## config.mk

```make
export PLATFORM = sky130hd
export DESIGN_NAME = alx_exec
export DESIGN_NICKNAME = d
export VERILOG_FILES = /design/src/core/alx_exec.v
export VERILOG_INCLUDE_DIRS = /design/src /design/src/pkg
export SDC_FILE = /design/constraint.sdc
export NUM_CORES = 1
export LEC_CHECK = 0
export ABC_CLOCK_PERIOD_IN_PS = 8800
export BUFFER_PORTS_ARGS = -buffer_cell sky130_fd_sc_hd__buf_2
export CORE_AREA = 2 2 197 199
export CTS_CLUSTER_DIAMETER = 100
export CTS_CLUSTER_SIZE = 14
export DETAILED_ROUTE_END_ITERATION = 16
export DIE_AREA = 0 0 199 201
export SLEW_MARGIN = 0
export SYNTH_ARGS = -nofsm -noshare
export SYNTH_HDL_FRONTEND = slang
export SYNTH_SLANG_ARGS = --single-unit
```

## constraint.sdc

```tcl
create_clock -name ref_clk -period 8.8 [get_ports ref_clk]
set_input_delay 1.76 -clock ref_clk [delete_from_list [all_inputs] [get_ports ref_clk]]
set_output_delay 1.76 -clock ref_clk [all_outputs]
set_load 0.01 [all_outputs]
```

## src/pkg/alx_regs.vh

```
// Constants for the arithmetic and logic execution control block
`ifndef ALX_REGS_VH
`define ALX_REGS_VH
`define ALX_WORD_W 24
`define ALX_OPF_W 14
`define ALX_ISEL_W 3
`define ALX_ISEL_LSB 15
// Machine phases within one memory cycle
`define ALX_PH_T1 3'h0
`define ALX_PH_T2 3'h1
`define ALX_PH_T3 3'h2
`define ALX_PH_T4 3'h3
`define ALX_PH_T5 3'h4
// Operation codes written to the opcode register
`define ALX_OP_NONE 4'h0
`define ALX_OP_ADD 4'h1
`define ALX_OP_SUB 4'h2
`define ALX_OP_XOR 4'h3
`define ALX_OP_CMP 4'h4
`define ALX_OP_LDA 4'h5
`define ALX_OP_LDE 4'h6
`define ALX_OP_RUM 4'h7
`define ALX_OP_AND 4'h8
`define ALX_OP_OR 4'h9
`define ALX_OP_ATX 4'hA
`define ALX_OP_DNG 4'hB
// AHB-Lite register byte addresses
`define ALX_A_CTRL 8'h00
`define ALX_A_ACC 8'h04
`define ALX_A_EXT 8'h08
`define ALX_A_BUF 8'h0C
`define ALX_A_CMD 8'h10
`define ALX_A_FLAGS 8'h14
`define ALX_A_STAT 8'h18
`define ALX_A_IDX 8'h1C
`define ALX_A_MEM 8'h20
// Flag register bit positions
`define ALX_F_OV 0
`define ALX_F_GT 1
`define ALX_F_EQ 2
`define ALX_F_LT 3
`define ALX_F_BE 4
`define ALX_F_CY 5
`endif

```

## src/core/alx_exec.v

```verilog
// Execution control and 24-bit datapath for arithmetic and logic operations
`timescale 1ns/1ps
`default_nettype none
`include "alx_regs.vh"
// Operation
// - Add sets overflow at T5 when like-signed inputs give opposite-signed sum
// - Adder settles until T5; accumulator gets one load pulse at T5
// - Add starts with operand fetch; execution overlaps the next fetch
// - Subtract uses inverted buffer plus carry-inject on add timing
// - Exclusive-or is add with carries suppressed, result to accumulator
// - Compare subtracts; at T5 sets equal, else greater or less by sign
// - Compare sets shared-one flag when accumulator AND operand is nonzero
// - Compare updates flags only; accumulator is not clocked
// - Load accumulator passes operand through adder into accumulator at T5
// - Load extension passes operand through adder into extension at T5
// - Selective replace takes operand bits where extension bit is one
// - And replaces accumulator with accumulator AND operand at T5
// - Or replaces accumulator with accumulator OR operand at T5
// - Index-add sums index and operand field at T5, writes index at T1
// - Index-add clears select bit 15 at T1, keeping bits 17 and 16
// - Index-add execution subtracts even index from operand field, sets flags
// - Index-add first cycle is operand phase without fetch; then normal fetch
// - Double negate complements the 48-bit accumulator:extension pair
// - Double negate first cycle negates extension at T5, saves carry-out
// - Double negate second cycle negates accumulator with saved carry in
// - Every compare sets or resets each comparison flag
// - Operand fetch loads memory word into buffer at T1
// - Command bits 17..15 select index register; zero means none for the index sum and index write, but execution still reads index 0
module alx_exec #(
    parameter W = `ALX_WORD_W,
    parameter OW = `ALX_OPF_W
) (
    input wire ref_clk,
    input wire nrst,
    input wire [31:0] haddr,
    input wire [1:0] htrans,
    input wire hwrite,
    input wire [2:0] hsize,
    input wire hsel,
    input wire hready,
    input wire [31:0] hwdata,
    output reg [31:0] hrdata,
    output wire hreadyout,
    output wire hresp,
    input wire [W-1:0] mem_word,
    output reg [2:0] phase_q,
    output wire operand_cycle_phase,
    output wire fetch_cycle_phase,
    output wire execute_phase_one,
    output wire acc_load_pulse,
    output wire extension_load_pulse,
    output wire buffer_load_pulse,
    output wire index_write_strobe
);
    localparam S_IDLE = 2'h0;
    localparam S_OPC = 2'h1;
    localparam S_EXE = 2'h2;

    reg [W-1:0] acc_q, ext_q, buf_q;
    reg [23:0] cmd_q;
    reg [OW-1:0] idx_q [0:7];
    reg [5:0] flags_q;
    reg [3:0] op_q;
    reg [1:0] st_q;
    reg [W-1:0] mem_q;
    reg busy_q;
    reg wr_pend_q;
    reg [7:0] wr_addr_q;
    reg rd_pend_q;
    reg [7:0] rd_addr_q;

    // Shared AU: a + b + cin with optional carry suppression
    function [W:0] au;
        input [W-1:0] a;
        input [W-1:0] b;
        input cin;
        input nocarry;
        begin
            if (nocarry)
                au = {1'b0, a ^ b};
            else
                au = {1'b0, a} + {1'b0, b} + {{W{1'b0}}, cin};
        end
    endfunction

    // Relation flags {less, equal, greater} from a difference's zero and sign
    function [2:0] rel_flags;
        input zero;
        input neg;
        begin
            rel_flags[2] = !zero && neg;
            rel_flags[1] = zero;
            rel_flags[0] = !zero && !neg;
        end
    endfunction

    // Operations whose result is clocked into the accumulator
    function writes_acc;
        input [3:0] op;
        begin
            case (op)
                `ALX_OP_ADD, `ALX_OP_SUB, `ALX_OP_XOR: writes_acc = 1'b1;
                `ALX_OP_LDA, `ALX_OP_RUM: writes_acc = 1'b1;
                `ALX_OP_AND, `ALX_OP_OR: writes_acc = 1'b1;
                `ALX_OP_DNG: writes_acc = 1'b1;
                default: writes_acc = 1'b0;
            endcase
        end
    endfunction

    wire [2:0] isel = cmd_q[17:15];
    wire [2:0] isel_even = {isel[2:1], 1'b0};
    wire [OW-1:0] opf = cmd_q[OW-1:0];
    wire in_opc = (st_q == S_OPC);
    wire in_exe = (st_q == S_EXE);
    wire is_atx = (op_q == `ALX_OP_ATX);
    wire is_dng = (op_q == `ALX_OP_DNG);
    wire t5 = (phase_q == `ALX_PH_T5);
    wire t1 = (phase_q == `ALX_PH_T1);

    assign operand_cycle_phase = in_opc;
    assign execute_phase_one = in_exe;
    assign fetch_cycle_phase = in_exe;

    // Adder input selection
    reg [W-1:0] ua, ub;
    reg cin, nocy;
    always @* begin
        ua = {W{1'b0}};
        ub = {W{1'b0}};
        cin = 1'b0;
        nocy = 1'b0;
        if (in_opc && is_atx) begin
            ua = {{(W-OW){1'b0}}, opf};
            ub = (isel != 3'h0) ? {{(W-OW){1'b0}}, idx_q[isel]} : {W{1'b0}};
        end else if (in_opc && is_dng) begin
            ua = ~ext_q;
            cin = 1'b1;
        end else if (in_exe) begin
            case (op_q)
                `ALX_OP_ADD: begin
                    ua = acc_q;
                    ub = buf_q;
                end
                `ALX_OP_SUB, `ALX_OP_CMP: begin
                    ua = acc_q;
                    ub = ~buf_q;
                    cin = 1'b1;
                end
                `ALX_OP_XOR: begin
                    ua = acc_q;
                    ub = buf_q;
                    nocy = 1'b1;
                end
                `ALX_OP_ATX: begin
                    ua = {{(W-OW){1'b0}}, opf};
                    ub = {{(W-OW){1'b1}}, ~idx_q[isel_even]};
                    cin = 1'b1;
                end
                `ALX_OP_DNG: begin
                    ua = ~acc_q;
                    cin = flags_q[`ALX_F_CY];
                end
                default: ub = buf_q;
            endcase
        end
    end

    wire [W:0] sum_full = au(ua, ub, cin, nocy);
    wire [W-1:0] sum = sum_full[W-1:0];
    wire [OW-1:0] dsum = sum[OW-1:0];
    wire [2:0] cmp_rel = rel_flags(sum == {W{1'b0}}, sum[W-1]);
    wire [2:0] idx_rel = rel_flags(dsum == {OW{1'b0}}, dsum[OW-1]);

    // Result path into the accumulator
    reg [W-1:0] acc_in;
    always @* begin
        case (op_q)
            `ALX_OP_RUM: acc_in = (acc_q & ~ext_q) | (sum & ext_q);
            `ALX_OP_AND: acc_in = acc_q & sum;
            `ALX_OP_OR: acc_in = acc_q | sum;
            default: acc_in = sum;
        endcase
    end

    wire acc_op = writes_acc(op_q);
    assign acc_load_pulse = in_exe && t5 && acc_op;
    assign extension_load_pulse = t5 && ((in_exe && op_q == `ALX_OP_LDE) ||
        (in_opc && is_dng));
    // The fetched word arrives at T1 following the operand cycle, i.e. first phase of execution
    wire fetch_op = !is_atx && !is_dng;
    assign buffer_load_pulse = in_exe && fetch_op && t1;
    assign index_write_strobe = in_exe && is_atx && t1 && (isel != 3'h0);

    // AHB-Lite slave: zero wait states, always OKAY
    wire take = hsel && hready && htrans[1];
    assign hreadyout = 1'b1;
    assign hresp = 1'b0;

    always @(posedge ref_clk or negedge nrst) begin
        if (!nrst) begin
            wr_pend_q <= 1'b0;
            rd_pend_q <= 1'b0;
            wr_addr_q <= 8'h00;
            rd_addr_q <= 8'h00;
        end else begin
            wr_pend_q <= take && hwrite;
            rd_pend_q <= take && !hwrite;
            if (take) begin
                wr_addr_q <= haddr[7:0];
                rd_addr_q <= haddr[7:0];
            end
        end
    end

    always @* begin
        hrdata = 32'h00000000;
        if (rd_pend_q) begin
            case (rd_addr_q)
                `ALX_A_CTRL: hrdata = {28'h0000000, op_q};
                `ALX_A_ACC: hrdata = {8'h00, acc_q};
                `ALX_A_EXT: hrdata = {8'h00, ext_q};
                `ALX_A_BUF: hrdata = {8'h00, buf_q};
                `ALX_A_CMD: hrdata = {8'h00, cmd_q};
                `ALX_A_FLAGS: hrdata = {26'h0000000, flags_q};
                `ALX_A_STAT: hrdata = {27'h0000000, phase_q, st_q};
                `ALX_A_MEM: hrdata = {8'h00, mem_q};
                default: hrdata = 32'h00000000;
            endcase
        end
    end

    wire sw_start = wr_pend_q && (wr_addr_q == `ALX_A_CTRL) && !busy_q &&
        (hwdata[3:0] != `ALX_OP_NONE);
    wire sw_wr = wr_pend_q && !busy_q;

    // Phase counter: T1 to T5, one phase per clock, free running
    reg [2:0] phase_d;
    always @* begin
        if (t5)
            phase_d = `ALX_PH_T1;
        else
            phase_d = phase_q + 3'h1;
    end

    // Next state: operand and execute states each span exactly one T1..T5 memory cycle; idle lasts until busy at T5
    reg [1:0] st_d;
    reg busy_d;
    reg [3:0] op_d;
    always @* begin
        st_d = st_q;
        busy_d = busy_q;
        op_d = op_q;
        if (sw_start) begin
            op_d = hwdata[3:0];
            busy_d = 1'b1;
        end
        case (st_q)
            S_IDLE: begin
                if (busy_q && t5)
                    st_d = S_OPC;
            end
            S_OPC: begin
                if (t5)
                    st_d = S_EXE;
            end
            S_EXE: begin
                if (t5) begin
                    st_d = S_IDLE;
                    busy_d = 1'b0;
                end
            end
            default: st_d = S_IDLE;
        endcase
    end

    always @(posedge ref_clk or negedge nrst) begin
        if (!nrst) begin
            phase_q <= `ALX_PH_T1;
            st_q <= S_IDLE;
            op_q <= `ALX_OP_NONE;
            busy_q <= 1'b0;
        end else begin
            phase_q <= phase_d;
            st_q <= st_d;
            op_q <= op_d;
            busy_q <= busy_d;
        end
    end

    // Datapath registers
    integer i;
    always @(posedge ref_clk or negedge nrst) begin
        if (!nrst) begin
            acc_q <= {W{1'b0}};
            ext_q <= {W{1'b0}};
            buf_q <= {W{1'b0}};
            cmd_q <= 24'h000000;
            mem_q <= {W{1'b0}};
            flags_q <= 6'h00;
            for (i = 0; i < 8; i = i + 1)
                idx_q[i] <= {OW{1'b0}};
        end else begin
            if (sw_wr) begin
                case (wr_addr_q)
                    `ALX_A_ACC: acc_q <= hwdata[W-1:0];
                    `ALX_A_EXT: ext_q <= hwdata[W-1:0];
                    `ALX_A_CMD: cmd_q <= hwdata[23:0];
                    `ALX_A_FLAGS: flags_q <= hwdata[5:0];
                    `ALX_A_IDX: idx_q[hwdata[18:16]] <= hwdata[OW-1:0];
                    `ALX_A_MEM: mem_q <= hwdata[W-1:0];
                    default: ;
                endcase
            end
            if (buffer_load_pulse)
                buf_q <= mem_word;
            if (acc_load_pulse)
                acc_q <= acc_in;
            if (extension_load_pulse)
                ext_q <= sum;
            if (in_opc && is_dng && t5)
                flags_q[`ALX_F_CY] <= sum_full[W];
            if (in_opc && is_atx && t5)
                cmd_q[OW-1:0] <= dsum;
            if (in_exe && is_atx && t1) begin
                if (isel != 3'h0)
                    idx_q[isel] <= opf;
                cmd_q[`ALX_ISEL_LSB] <= 1'b0;
            end
            if (in_exe && t5 && op_q == `ALX_OP_ADD)
                flags_q[`ALX_F_OV] <= (acc_q[W-1] == buf_q[W-1]) &&
                    (sum[W-1] != acc_q[W-1]);
            if (in_exe && t5 && op_q == `ALX_OP_CMP) begin
                flags_q[`ALX_F_EQ] <= cmp_rel[1];
                flags_q[`ALX_F_GT] <= cmp_rel[0];
                flags_q[`ALX_F_LT] <= cmp_rel[2];
                flags_q[`ALX_F_BE] <= |(acc_q & buf_q);
            end
            if (in_exe && t5 && is_atx) begin
                flags_q[`ALX_F_EQ] <= idx_rel[1];
                flags_q[`ALX_F_GT] <= idx_rel[0];
                flags_q[`ALX_F_LT] <= idx_rel[2];
            end
        end
    end
endmodule
`default_nettype wire

```

; Word-level counts from Yosys, hierarchy flattened
; Memories as Yosys holds them, arrays and structs flattened.
; Cells that the tools add are included.
[op_classes]
div_mod_pow = 0
shifts = 0
n_mux = 61
n_lt_le_gt_ge = 5
add_sub_neg = 3
n_mul = 0
eq_ne = 26
bitwise = 14
n_reduce_logical = 80
[ops]
columns = cell, count
row1 = 112-bit two-way mux, 4
row2 = 24-bit two-way mux, 13
row3 = 112-bit bitwise mux, 2
row4 = 24-bit case mux with 3 select lines, 3
row5 = 24-bit case mux with 8 select lines, 1
row6 = 14-bit two-way mux, 8
row7 = 24-bit bitwise AND, 4
row8 = 14-bit binary-select mux with 3-bit select, 2
row9 = 14-bit demux with 3-bit select, 2
row10 = 24-bit inverter, 3
row11 = 24-bit bitwise OR, 2
row12 = 1-bit logical AND, 33
row13 = "8-bit by 5-bit equality test with 1-bit output, second input constant", 4
row14 = 16-bit two-way mux, 2
row15 = 2-bit nonzero test, 14
row16 = 24-bit by 24-bit adder with 25-bit output, 1
row17 = 25-bit by 1-bit adder with 25-bit output, 1
row18 = 25-bit two-way mux, 1
row19 = 24-bit logical NOT, 1
row20 = 24-bit OR reduction, 1
row21 = 24-bit XOR, 1
row22 = 2-bit AND reduction, 10
row23 = "4-bit equality test, second input constant", 4
row24 = "8-bit by 4-bit equality test with 1-bit output, second input constant", 2
row25 = other kinds (36), 70
[totals]
n_memories = 1
in_bits = 98
output_inout_bits = 44
regBits = 258
mem_bits_rw = 0
latchBits = 0
romBits = 16
wordCells = 216
[memory_table]
columns = name, words, width, rd, rd_clocked_by_memory_dff, wr, line_no
row1 = (name not given), 16, 1, 1, 0, 0, alx_exec.v:101  ; case (op)

; Longest topological paths before layout
; Gate-level depths: netlist of the first run.
[logic_depth]
word_depth = 17
depth_mapped = 25

; Worst setup path before layout of the first run
; OpenSTA, ideal clock, no wires.
[synth_timing]
path_kind = register -> register
from = register op_q[1]
to = register flags_q[1]
stages_incl_launch_ff = 21
path_buffers = 2
required_time_ns = 8.663
arrival_time_ns = 4.618
setup_slack_ns = 4.044
period_less_slack_ns = 4.756
path_cell_list = dfrtp_1 > clkbuf_1 > nor2_1 > xor2_1 > nor2_1 > o21ai_1 > a21oi_1 > clkbuf_1 > a22oi_1 > nand2_1 > fa_1 > fa_1 > a21o_1 > a31o_2 > a31oi_4 > o31ai_1 > nand3b_1 > o311ai_0 > or4_1 > nor2_1 > o221ai_1
[synth_between]
elab_chain_cells = 14
word_cells_on_any_way = 46
classes_between = 2 x add/sub / 6 x eq/ne / 19 x mux / 1 x bitwise / 18 x reduce/logical
[synth_lines]
columns = element, line_no
row1 = from (decl), alx_exec.v:63  ; reg [3:0] op_q;
row2 = from (signal assigned), alx_exec.v:281  ; op_q <= `ALX_OP_NONE;
row3 = from (signal assigned), alx_exec.v:286  ; op_q <= op_d;
row4 = "4-bit by 1-bit equality test with 1-bit output, or another cell as far along", alx_exec.v:140  ; case (op_q)
row5 = 4-bit OR reduction (no line) / 2-bit OR reduction (equally long branches), n/a
row6 = 24-bit case mux with 3 select lines, alx_exec.v:140
row7 = 24-bit two-way mux, alx_exec.v:139  ; end else if (in_exe) begin
row8 = 24-bit two-way mux, alx_exec.v:136  ; end else if (in_opc && is_dng) begin
row9 = 24-bit two-way mux, alx_exec.v:133  ; if (in_opc && is_atx) begin
row10 = 24-bit by 24-bit adder with 25-bit output, alx_exec.v:82  ; au = {1'b0, a} + {1'b0, b} + {{W{1'b0}}, cin};
row11 = 25-bit by 1-bit adder with 25-bit output, alx_exec.v:82
row12 = 25-bit two-way mux, alx_exec.v:79  ; if (nocarry)
row13 = 24-bit logical NOT, alx_exec.v:172  ; wire [2:0] cmp_rel = rel_flags(sum == {W{1'b0}}, sum[W-1]);
row14 = 1-bit logical NOT, alx_exec.v:93  ; rel_flags[0] = !zero && !neg;
row15 = 1-bit logical AND, alx_exec.v:93
row16 = 4-bit two-way mux, alx_exec.v:333  ; if (in_exe && t5 && op_q == `ALX_OP_CMP) begin
row17 = 3-bit two-way mux, alx_exec.v:339  ; if (in_exe && t5 && is_atx) begin
row18 = "to (signal, indexed assignment)", alx_exec.v:334  ; flags_q[`ALX_F_EQ] <= cmp_rel[1];
row19 = "to (signal, indexed assignment)", alx_exec.v:335  ; flags_q[`ALX_F_GT] <= cmp_rel[0];
row20 = "to (signal, indexed assignment)", alx_exec.v:340  ; flags_q[`ALX_F_EQ] <= idx_rel[1];
row21 = to (decl), alx_exec.v:62  ; reg [5:0] flags_q;
; Parallel ways exist; a longest one is shown, timed or not.
; A chain may end at the register's enable or synchronous reset.

; Final worst setup path of the first run
[layout_timing]
from = register op_q[3]
to = register flags_q[1]
; The elaborated chain is that of the path after synthesis.

==> flow_summary.toml, run 1 <==
[floorplanning]
io-pin-count = 142
floorplan.initialDensity_pct = 44.3
die_area_sq_um = 40000
core_sq_um = 38100
die-width_um = 199
num_rows = 72
die_y_um = 201

[synthesis]
postSynthCellCount = 1978
synth_seq_cells = 258
synth_cell_type_count = 85
synth-compound-area-share_pct = 24.4
number_of_flops_mapped_to_enable_cells_by_yosys = 0
postSynthAreaPerCell_sq_um = 8.53
synth.top_cells.by_area = "sky130_fd_sc_hd__dfrtp_1 38%, sky130_fd_sc_hd__mux2i_1 7.1%, sky130_fd_sc_hd__nand2_1 6.8%"
synthXorXnorAreaFrac_pct = 1.19
seq_area_frac_synth_pct = 38.3
synth-warning-count = 0
synth_top_area_cell = "sky130_fd_sc_hd__dfrtp_1"
post_synth_simple_gate_area_pct = 16.9
mux_cell_area_share_after_synthesis_pct = 12.0
synth_async_sr_flop_share_pct = 100
synthesis.area_sq_um = 16900
synthAdderAreaFrac_pct = 2.39
netlist.area_leader.share_pct = 38.3
synth_top_family_by_area = "compound AO/OA/AOI/OAI gates"
synthFlopType = "sky130_fd_sc_hd__dfrtp_1"

[critical_path]
critical_path.endpoint_type = "register"
r2r-start = "op_q[3]"
reg2regPathDepth = 18
setup.reg_to_reg.worst_slack_ns = 2.22
r2r-end = "flags_q[1]"
critical_path.startpoint_type = "register"
data_required_time_of_the_critical_path_ns = 9.20
worst-endpoint-arrival_ns = 6.99
timing.setup.critical_path_class = "reg -> reg"
path_max_fanout = 27

[pwr]
cell_internal_pwr_w = 0.00177
pwr-share-seq_pct = 52.7
vdd.ir_drop.worst_mv = 0.165
power.density_nw_per_um2 = 135
p_sw_w = 0.000695
comb_power_share_pct = 9.3
switching_share_pct = 28.2
power_leakage_nw = 7.51
power.total_w = 0.00247
power.clock.fraction_pct = 38.0

[global_route]
grt_antenna_before_repair = 2
grt_pass1_vias = 15500
overflow = 0
first_pass_grt_wire_length_mm = 95.6
pin_count_of_the_biggest_net_entering_global_routing = 87
grt_util_all_layers_pct = 31.2

[sta]
fin_worst_skew_ns = 0.0164
fin_setup_tns_ns = 0
report.final.slew_viol_count = 0
timing_worst_slew_pin_value_ns = 1.23
finalCritPeriodShare_pct = 74.8
finalSetupViolations = 0
slew-limit-headroom_pct = 17.9
final.min_clock_period_ns = 6.58
unrepaired_setup_endpoints_after_global_routing = "no"
max_freq_mhz = 152
hold_viol_final = 0

[clocking]
worstSkewPairLatency_ns = 0.55
clock-sinks = 258
ctsRootBufferMaster = "sky130_fd_sc_hd__clkbuf_16"
cts_h_tree_depth = 1
cts_setup_buffers = 0
cts_inserted_buffers = 22
postCtsResizedCells = 0
ctsLongestPathBuffers = 3
ctsHoldBuffers = 0
clkTransAtPathRegs_ns = 0.07
cts_tree = "yes"

[detailed_routing]
drc = 0
viasPerCell = 6.42
dr_wl_cell_um = 25.1
drt_iter0_drc = 1939
drt_pass1_iterations = 6
route.vias.total = 16000
detail-route-antenna-nets = 0
routed_wl_mm = 62.3

[place]
detailed_place_hpwl_mm = 42.2
number_of_instances_in_the_placed_design = 2461
placed_inst_area_sq_um = 17600
port_buffers = 95
place.gp.congestion = 0.970

[final_layout]
final_design_area_excluding_fillers_sq_um = 18200
finalNonFillerCells = 2488
highest_count_cells_in_the_layout_ignoring_fill_and_taps = "306 x sky130_fd_sc_hd__nand2_1, 257 x sky130_fd_sc_hd__dfrtp_1, 188 x sky130_fd_sc_hd__a21oi_1"
layout-drive-gt1-share_pct = 13.9
nets = 2096
layout_commonest_cell = "sky130_fd_sc_hd__nand2_1"
postLayoutCoreUtil_pct = 47.9
areaGrowthSynthToFinish_pct = 8.11

[run_status]
run_status = "finished clean"

[min_path]
hold_start = "cmd_q[22]"
worst_hold_path_type = "reg -> reg"
hold-path-endpoint = "cmd_q[22]"
worstHoldPathCells = 1

[flow_run]
timing.max_cap.violations = 0
logic make-up (layout without fill, tap and decap cells):
kind of cell / count (synthesis) / after routing
fa+ha+maj: 31 / 31
flops: 258 / 258
mux: 193 / 193
compound gates: 641 / 641
simple gates: 638 / 638
buf+inv: 193 / 176
other cells: 2 / 11
xor+xnor: 22 / 22
routing by layer:
metal  up-vias  track usage [%]  routed length, um
li1       7219                -                  -
met1      7779             42.2              25300
met2       802             49.3              28600
met3       162             4.45               5460
met4         2             14.6               3000
met5         -                0                  5
cell usage after synthesis, types with 4 or more instances:
cell and count:
sky130_fd_sc_hd__nand2_1 306, sky130_fd_sc_hd__dfrtp_1 258, sky130_fd_sc_hd__a21oi_1 190, sky130_fd_sc_hd__nor2_1 170, sky130_fd_sc_hd__o21ai_0 151, sky130_fd_sc_hd__clkbuf_1 135
sky130_fd_sc_hd__mux2i_1 120, sky130_fd_sc_hd__mux2_2 73, sky130_fd_sc_hd__and3_1 43, sky130_fd_sc_hd__a22oi_1 39, sky130_fd_sc_hd__a211oi_1 38, sky130_fd_sc_hd__a31oi_1 36
sky130_fd_sc_hd__a222oi_1 29, sky130_fd_sc_hd__ha_1 29, sky130_fd_sc_hd__o22ai_1 28, sky130_fd_sc_hd__a22o_1 23, sky130_fd_sc_hd__nor3_1 21, sky130_fd_sc_hd__nand3_1 19
sky130_fd_sc_hd__a221oi_1 18, sky130_fd_sc_hd__buf_2 16, sky130_fd_sc_hd__inv_1 15, sky130_fd_sc_hd__a211o_1 14, sky130_fd_sc_hd__buf_4 14, sky130_fd_sc_hd__nand4_1 13
sky130_fd_sc_hd__o22a_1 13, sky130_fd_sc_hd__xnor2_1 12, sky130_fd_sc_hd__buf_1 10, sky130_fd_sc_hd__xor2_1 9, sky130_fd_sc_hd__a2111oi_0 8, sky130_fd_sc_hd__and2_1 8
sky130_fd_sc_hd__nand2b_1 8, sky130_fd_sc_hd__or3_1 8, sky130_fd_sc_hd__a21o_1 6, sky130_fd_sc_hd__o211ai_1 6, sky130_fd_sc_hd__nor2b_1 5, sky130_fd_sc_hd__or4_1 5
sky130_fd_sc_hd__a221o_1 4, sky130_fd_sc_hd__nor4_1 4, sky130_fd_sc_hd__o21ai_1 4, sky130_fd_sc_hd__o31ai_1 4
power by group through the flow:
stage	sequential, W	clock [W]	combinational [W]
2_1_floorplan	0.00128	0	0.000143
5_1_grt	0.00130	0.000995	0.000252
3_5_place_dp	0.00132	0	0.000226
3_3_place_gp	0.00132	0	0.000222
6_report	0.00130	0.000937	0.000229
4_1_cts	0.00130	0.000940	0.000227
how the worst max path moves through the flow:
| stage | from | endpoint | slack (ns) | cells past startpoint |
|---|---|---|---|---|
| finish | op_q[3] | flags_q[1] | 2.22 | 18 |
| global route | op_q[3] | flags_q[1] | 1.92 | 18 |
| CTS | op_q[3] | flags_q[1] | 2.30 | 18 |
| detailed placement | op_q[3] | flags_q[1] | 2.35 | 18 |
| global placement | op_q[3] | flags_q[1] | 2.41 | 18 |
| floorplan | op_q[1] | flags_q[1] | 4.04 | 20 |
sequential cells by signal, summed over array words and instances (netlist names), 2 cells and up:
name	count
buf_q	24
cmd_q	24
phase_q	3
flags_q	6
rd_addr_q	8
mem_q	24
st_q	2
idx_q	112
acc_q	24
op_q	4
ext_q	24
worst max-delay path, cell delays in order, from the launching register on:
cell and delay [ns]:
sky130_fd_sc_hd__dfrtp_1 0.60, sky130_fd_sc_hd__nor2b_1 0.40, sky130_fd_sc_hd__nand2_1 0.17, sky130_fd_sc_hd__or2_2 0.59, sky130_fd_sc_hd__nor3_2 0.92, sky130_fd_sc_hd__o21ai_0 0.21, sky130_fd_sc_hd__a21oi_1 0.28, sky130_fd_sc_hd__o21ai_0 0.16
sky130_fd_sc_hd__o21ai_0 0.18, sky130_fd_sc_hd__ha_1 0.38, sky130_fd_sc_hd__nand2_1 0.24, sky130_fd_sc_hd__nor2_1 0.25, sky130_fd_sc_hd__nand4_1 0.19, sky130_fd_sc_hd__a211o_2 0.38, sky130_fd_sc_hd__a21oi_1 0.35, sky130_fd_sc_hd__xor2_2 0.10
sky130_fd_sc_hd__or4_1 0.54, sky130_fd_sc_hd__nor2_1 0.30, sky130_fd_sc_hd__o221ai_1 0.19
per-stage QoR:
| step | setup slack [ns] | hold WS, ns |
|---|---|---|
| after floorplan | 4.04 | 0.457 |
| after global placement | 2.41 | 0.486 |
| after detailed placement | 2.35 | 0.494 |
| after CTS | 2.30 | 0.509 |
| after global routing | 1.92 | 0.518 |
| final | 2.22 | 0.509 |
area by class of cell:
cell class | count | area [sq um]
fill | 3691 | 19900
multi-input combinational | 1535 | 9710
sequential | 258 | 6460
timing repair buffer | 132 | 763
tap | 518 | 648
clock buffer | 25 | 583
inverter | 18 | 67.6
clock inverter | 1 | 8.76
antenna | 1 | 2.50
(Power assumes the default switching activity.)
==> run 2, diff against run 1 <==
- ABC_AREA: not set -> 1
- ABC_CLOCK_PERIOD_IN_PS: 8800 -> 6700
- clock period: 8.8 -> 6.7 ns (I/O delays scaled with it)
==> run 2 against run 1 <==
First-iteration DRC count increased by 5.5%. Clock power increased by 36%. Die area unchanged. Worst setup slack got worse by 1.4 ns. Critical path type unchanged.
==> flow_summary.toml, run 2 <==
[clocking]
ctsLongestPathBuffers = 3
postCtsResizedCells = 0
ctsRootBufferMaster = "sky130_fd_sc_hd__clkbuf_16"
ctsHoldBuffers = 0
clkTransAtPathRegs_ns = 0.08
cts_setup_buffers = 0
cts_h_tree_depth = 1
clock-sinks = 258
cts_inserted_buffers = 22
cts_tree = "yes"
worstSkewPairLatency_ns = 0.56

[sta]
fin_setup_tns_ns = 0
hold_viol_final = 0
report.final.slew_viol_count = 0
max_freq_mhz = 169
timing_worst_slew_pin_value_ns = 1.28
layout_setup_ws_ns = 0.786
unrepaired_setup_endpoints_after_global_routing = "no"
final.min_clock_period_ns = 5.91
finalSetupViolations = 0
finalCritPeriodShare_pct = 88.3
slew-limit-headroom_pct = 14.4
whs_ns = 0.485
fin_worst_skew_ns = 0.0182

[final_layout]
layout_commonest_cell = "sky130_fd_sc_hd__nand2_1"
final_design_area_excluding_fillers_sq_um = 18400
largest_register_ff_count = 112
areaGrowthSynthToFinish_pct = 9.30
highest_count_cells_in_the_layout_ignoring_fill_and_taps = "549 x sky130_fd_sc_hd__nand2_1, 287 x sky130_fd_sc_hd__inv_1, 264 x sky130_fd_sc_hd__o21ai_0"
layout.filler_cells = 3953
layout-drive-gt1-share_pct = 9.56
largest_register = "idx_q"
combined_area_of_the_multi_input_logic_cells_sq_um = 8660
sequential_cell_area_sq_um = 6460
nets = 2501

[detailed_routing]
detail-route-antenna-nets = 0
route.vias.total = 17300
routed_wl_mm = 69.3
viasPerCell = 5.98
drt_iter0_drc = 2045
dr_wl_cell_um = 23.9
drt_pass1_iterations = 6
drc = 0

[floorplanning]
die_y_um = 201
floorplan.initialDensity_pct = 44.1
core_sq_um = 38100
io-pin-count = 142
die-width_um = 199
num_rows = 72
die_area_sq_um = 40000

[synthesis]
number_of_flops_mapped_to_enable_cells_by_yosys = 0
mux_cell_area_share_after_synthesis_pct = 0.872
synth_top_family_by_area = "compound AO/OA/AOI/OAI gates"
synth-warning-count = 0
post-synth-top-count-cell = "sky130_fd_sc_hd__nand2_1"
synth-compound-area-share_pct = 27.3
synth.top_cells.by_area = "sky130_fd_sc_hd__dfrtp_1 38%, sky130_fd_sc_hd__nand2_1 12%, sky130_fd_sc_hd__o21ai_0 7.9%"
synth_async_sr_flop_share_pct = 100
netlist.area_leader.share_pct = 38.4
synth_cell_type_count = 52
postSynthCellCount = 2332
synthAdderAreaFrac_pct = 2.40
synth_seq_cells = 258
postSynthAreaPerCell_sq_um = 7.20
synthesis.area_sq_um = 16800
seq_area_frac_synth_pct = 38.4
synthFlopType = "sky130_fd_sc_hd__dfrtp_1"
synthXorXnorAreaFrac_pct = 0.410
synth.top_cells.by_count = "550 x sky130_fd_sc_hd__nand2_1, 287 x sky130_fd_sc_hd__inv_1, 264 x sky130_fd_sc_hd__o21ai_0"
post_synth_simple_gate_area_pct = 20.1
synth_top_area_cell = "sky130_fd_sc_hd__dfrtp_1"

[place]
place.gp.congestion = 0.955
dpl_worst_slack_ns = 0.965
detailed_place_hpwl_mm = 47.9
placed_inst_area_sq_um = 17700
port_buffers = 95

[pwr]
cell_internal_pwr_w = 0.00231
pwr-share-seq_pct = 51.9
power.total_w = 0.00315
switching_share_pct = 26.6
power_leakage_nw = 8.97
power.density_nw_per_um2 = 171
power.clock.fraction_pct = 40.4
comb_power_share_pct = 7.7
vdd.ir_drop.worst_mv = 0.181
p_sw_w = 0.000839

[critical_path]
setup.reg_to_reg.worst_slack_ns = 0.79
worst-endpoint-arrival_ns = 6.36
timing.critical_path.slowest_stage_cell = "sky130_fd_sc_hd__nor2_1"
r2r-start = "op_q[0]"
cpMostUsedCell = "sky130_fd_sc_hd__nor2_1"
critical_path.startpoint_type = "register"
path_max_fanout = 29
critPathBufInv = 6
r2r-end = "flags_q[1]"
reg2regPathDepth = 24
critPathLaunch = "op_q[0]"
worst-path-stages = 24
critical_path.endpoint_type = "register"
timing.setup.critical_path_class = "reg -> reg"
data_required_time_of_the_critical_path_ns = 7.14
delay_of_the_slowest_cell_on_the_worst_path_ns = 0.70
crit_path_cell_trace = "nor2_1, inv_2, nor3_2, a21oi_1, buf_4, inv_2, nor2_1, inv_2, o21ai_0, o21ai_0, fa_1, fa_1, nand3_1, inv_1, nor2_1, inv_1, nand2_1, xnor2_1, nor2_1, nand3_1, nor4_1, nand2_1, nand2_1, a21oi_1"
critical-path-top-delay-family = "simple AND/OR/NAND/NOR gates"

[global_route]
grt.busiest_layer = "met2"
grt_use_met1_pct = 47.4
pin_count_of_the_biggest_net_entering_global_routing = 73
overflow = 0
grt_util_all_layers_pct = 34.8
grt_antenna_before_repair = 2
grt_pass1_vias = 16500
first_pass_grt_wire_length_mm = 104
global_route.usage.met2_pct = 53.7
groute.layer.met3.usage_pct = 6.27

[min_path]
hold-path-endpoint = "mem_q[21]"
hold_start = "mem_q[21]"
worst_hold_path_type = "reg -> reg"
worstHoldPathCells = 2

[run_status]
run_status = "finished clean"

[flow_run]
timing.max_cap.violations = 0
run 2: kinds of logic after synthesis:
family,Yosys count
xor+xnor,7
mux,13
simple gates,815
compound gates,763
buf+inv,443
other cells,2
fa+ha+maj,31
flops,258
run 2: area by class of cell:
class	count	share of cell area (%)
Tap cell	518	3.53
Sequential cell	258	35.2
Timing Repair Buffer	135	4.28
Clock inverter	2	0.191
Inverter	316	6.46
Multi-Input combinational cell	1639	47.2
Antenna cell	3	0.0409
Clock buffer	24	3.16
run 2: layer usage:
metal	up-vias	routed length [um]
met4	0	3490
met2	889	30900
met3	199	6210
li1	8023	-
met1	8191	28700
met5	-	0
run 2: how the worst max path moves through the flow:
stage	to	slack [ns]
finish	flags_q[1]	0.79
global route	flags_q[1]	0.56
CTS	flags_q[1]	0.95
detailed placement	flags_q[1]	0.97
global placement	flags_q[1]	0.97
floorplan	flags_q[1]	2.71
run 2: tightest hold or removal path, delay by kind of cell (launching register included):
| family | cells | cell delay, ns |
|---|---|---|
| flip-flops | 1 | 0.34 |
| AO/OA/AOI/OAI | 1 | 0.06 |
| AND/OR/NAND/NOR | 1 | 0.05 |
run 2: through the flow:
stage               std cells  utilization (%)
floorplan                2340                -
detailed placement       2866             46.5
global placement         2866             46.5
CTS                      2892             48.2
global route             2893             48.2
finish                   2895             48.2
run 2: power by group through the flow:
stage	Combinational [W]	Sequential (W)	Clock, W
2_1_floorplan	0.000121	0.00165	0
3_3_place_gp	0.000237	0.00166	0
3_5_place_dp	0.000240	0.00166	0
4_1_cts	0.000241	0.00163	0.00128
5_1_grt	0.000269	0.00164	0.00135
6_report	0.000243	0.00163	0.00127
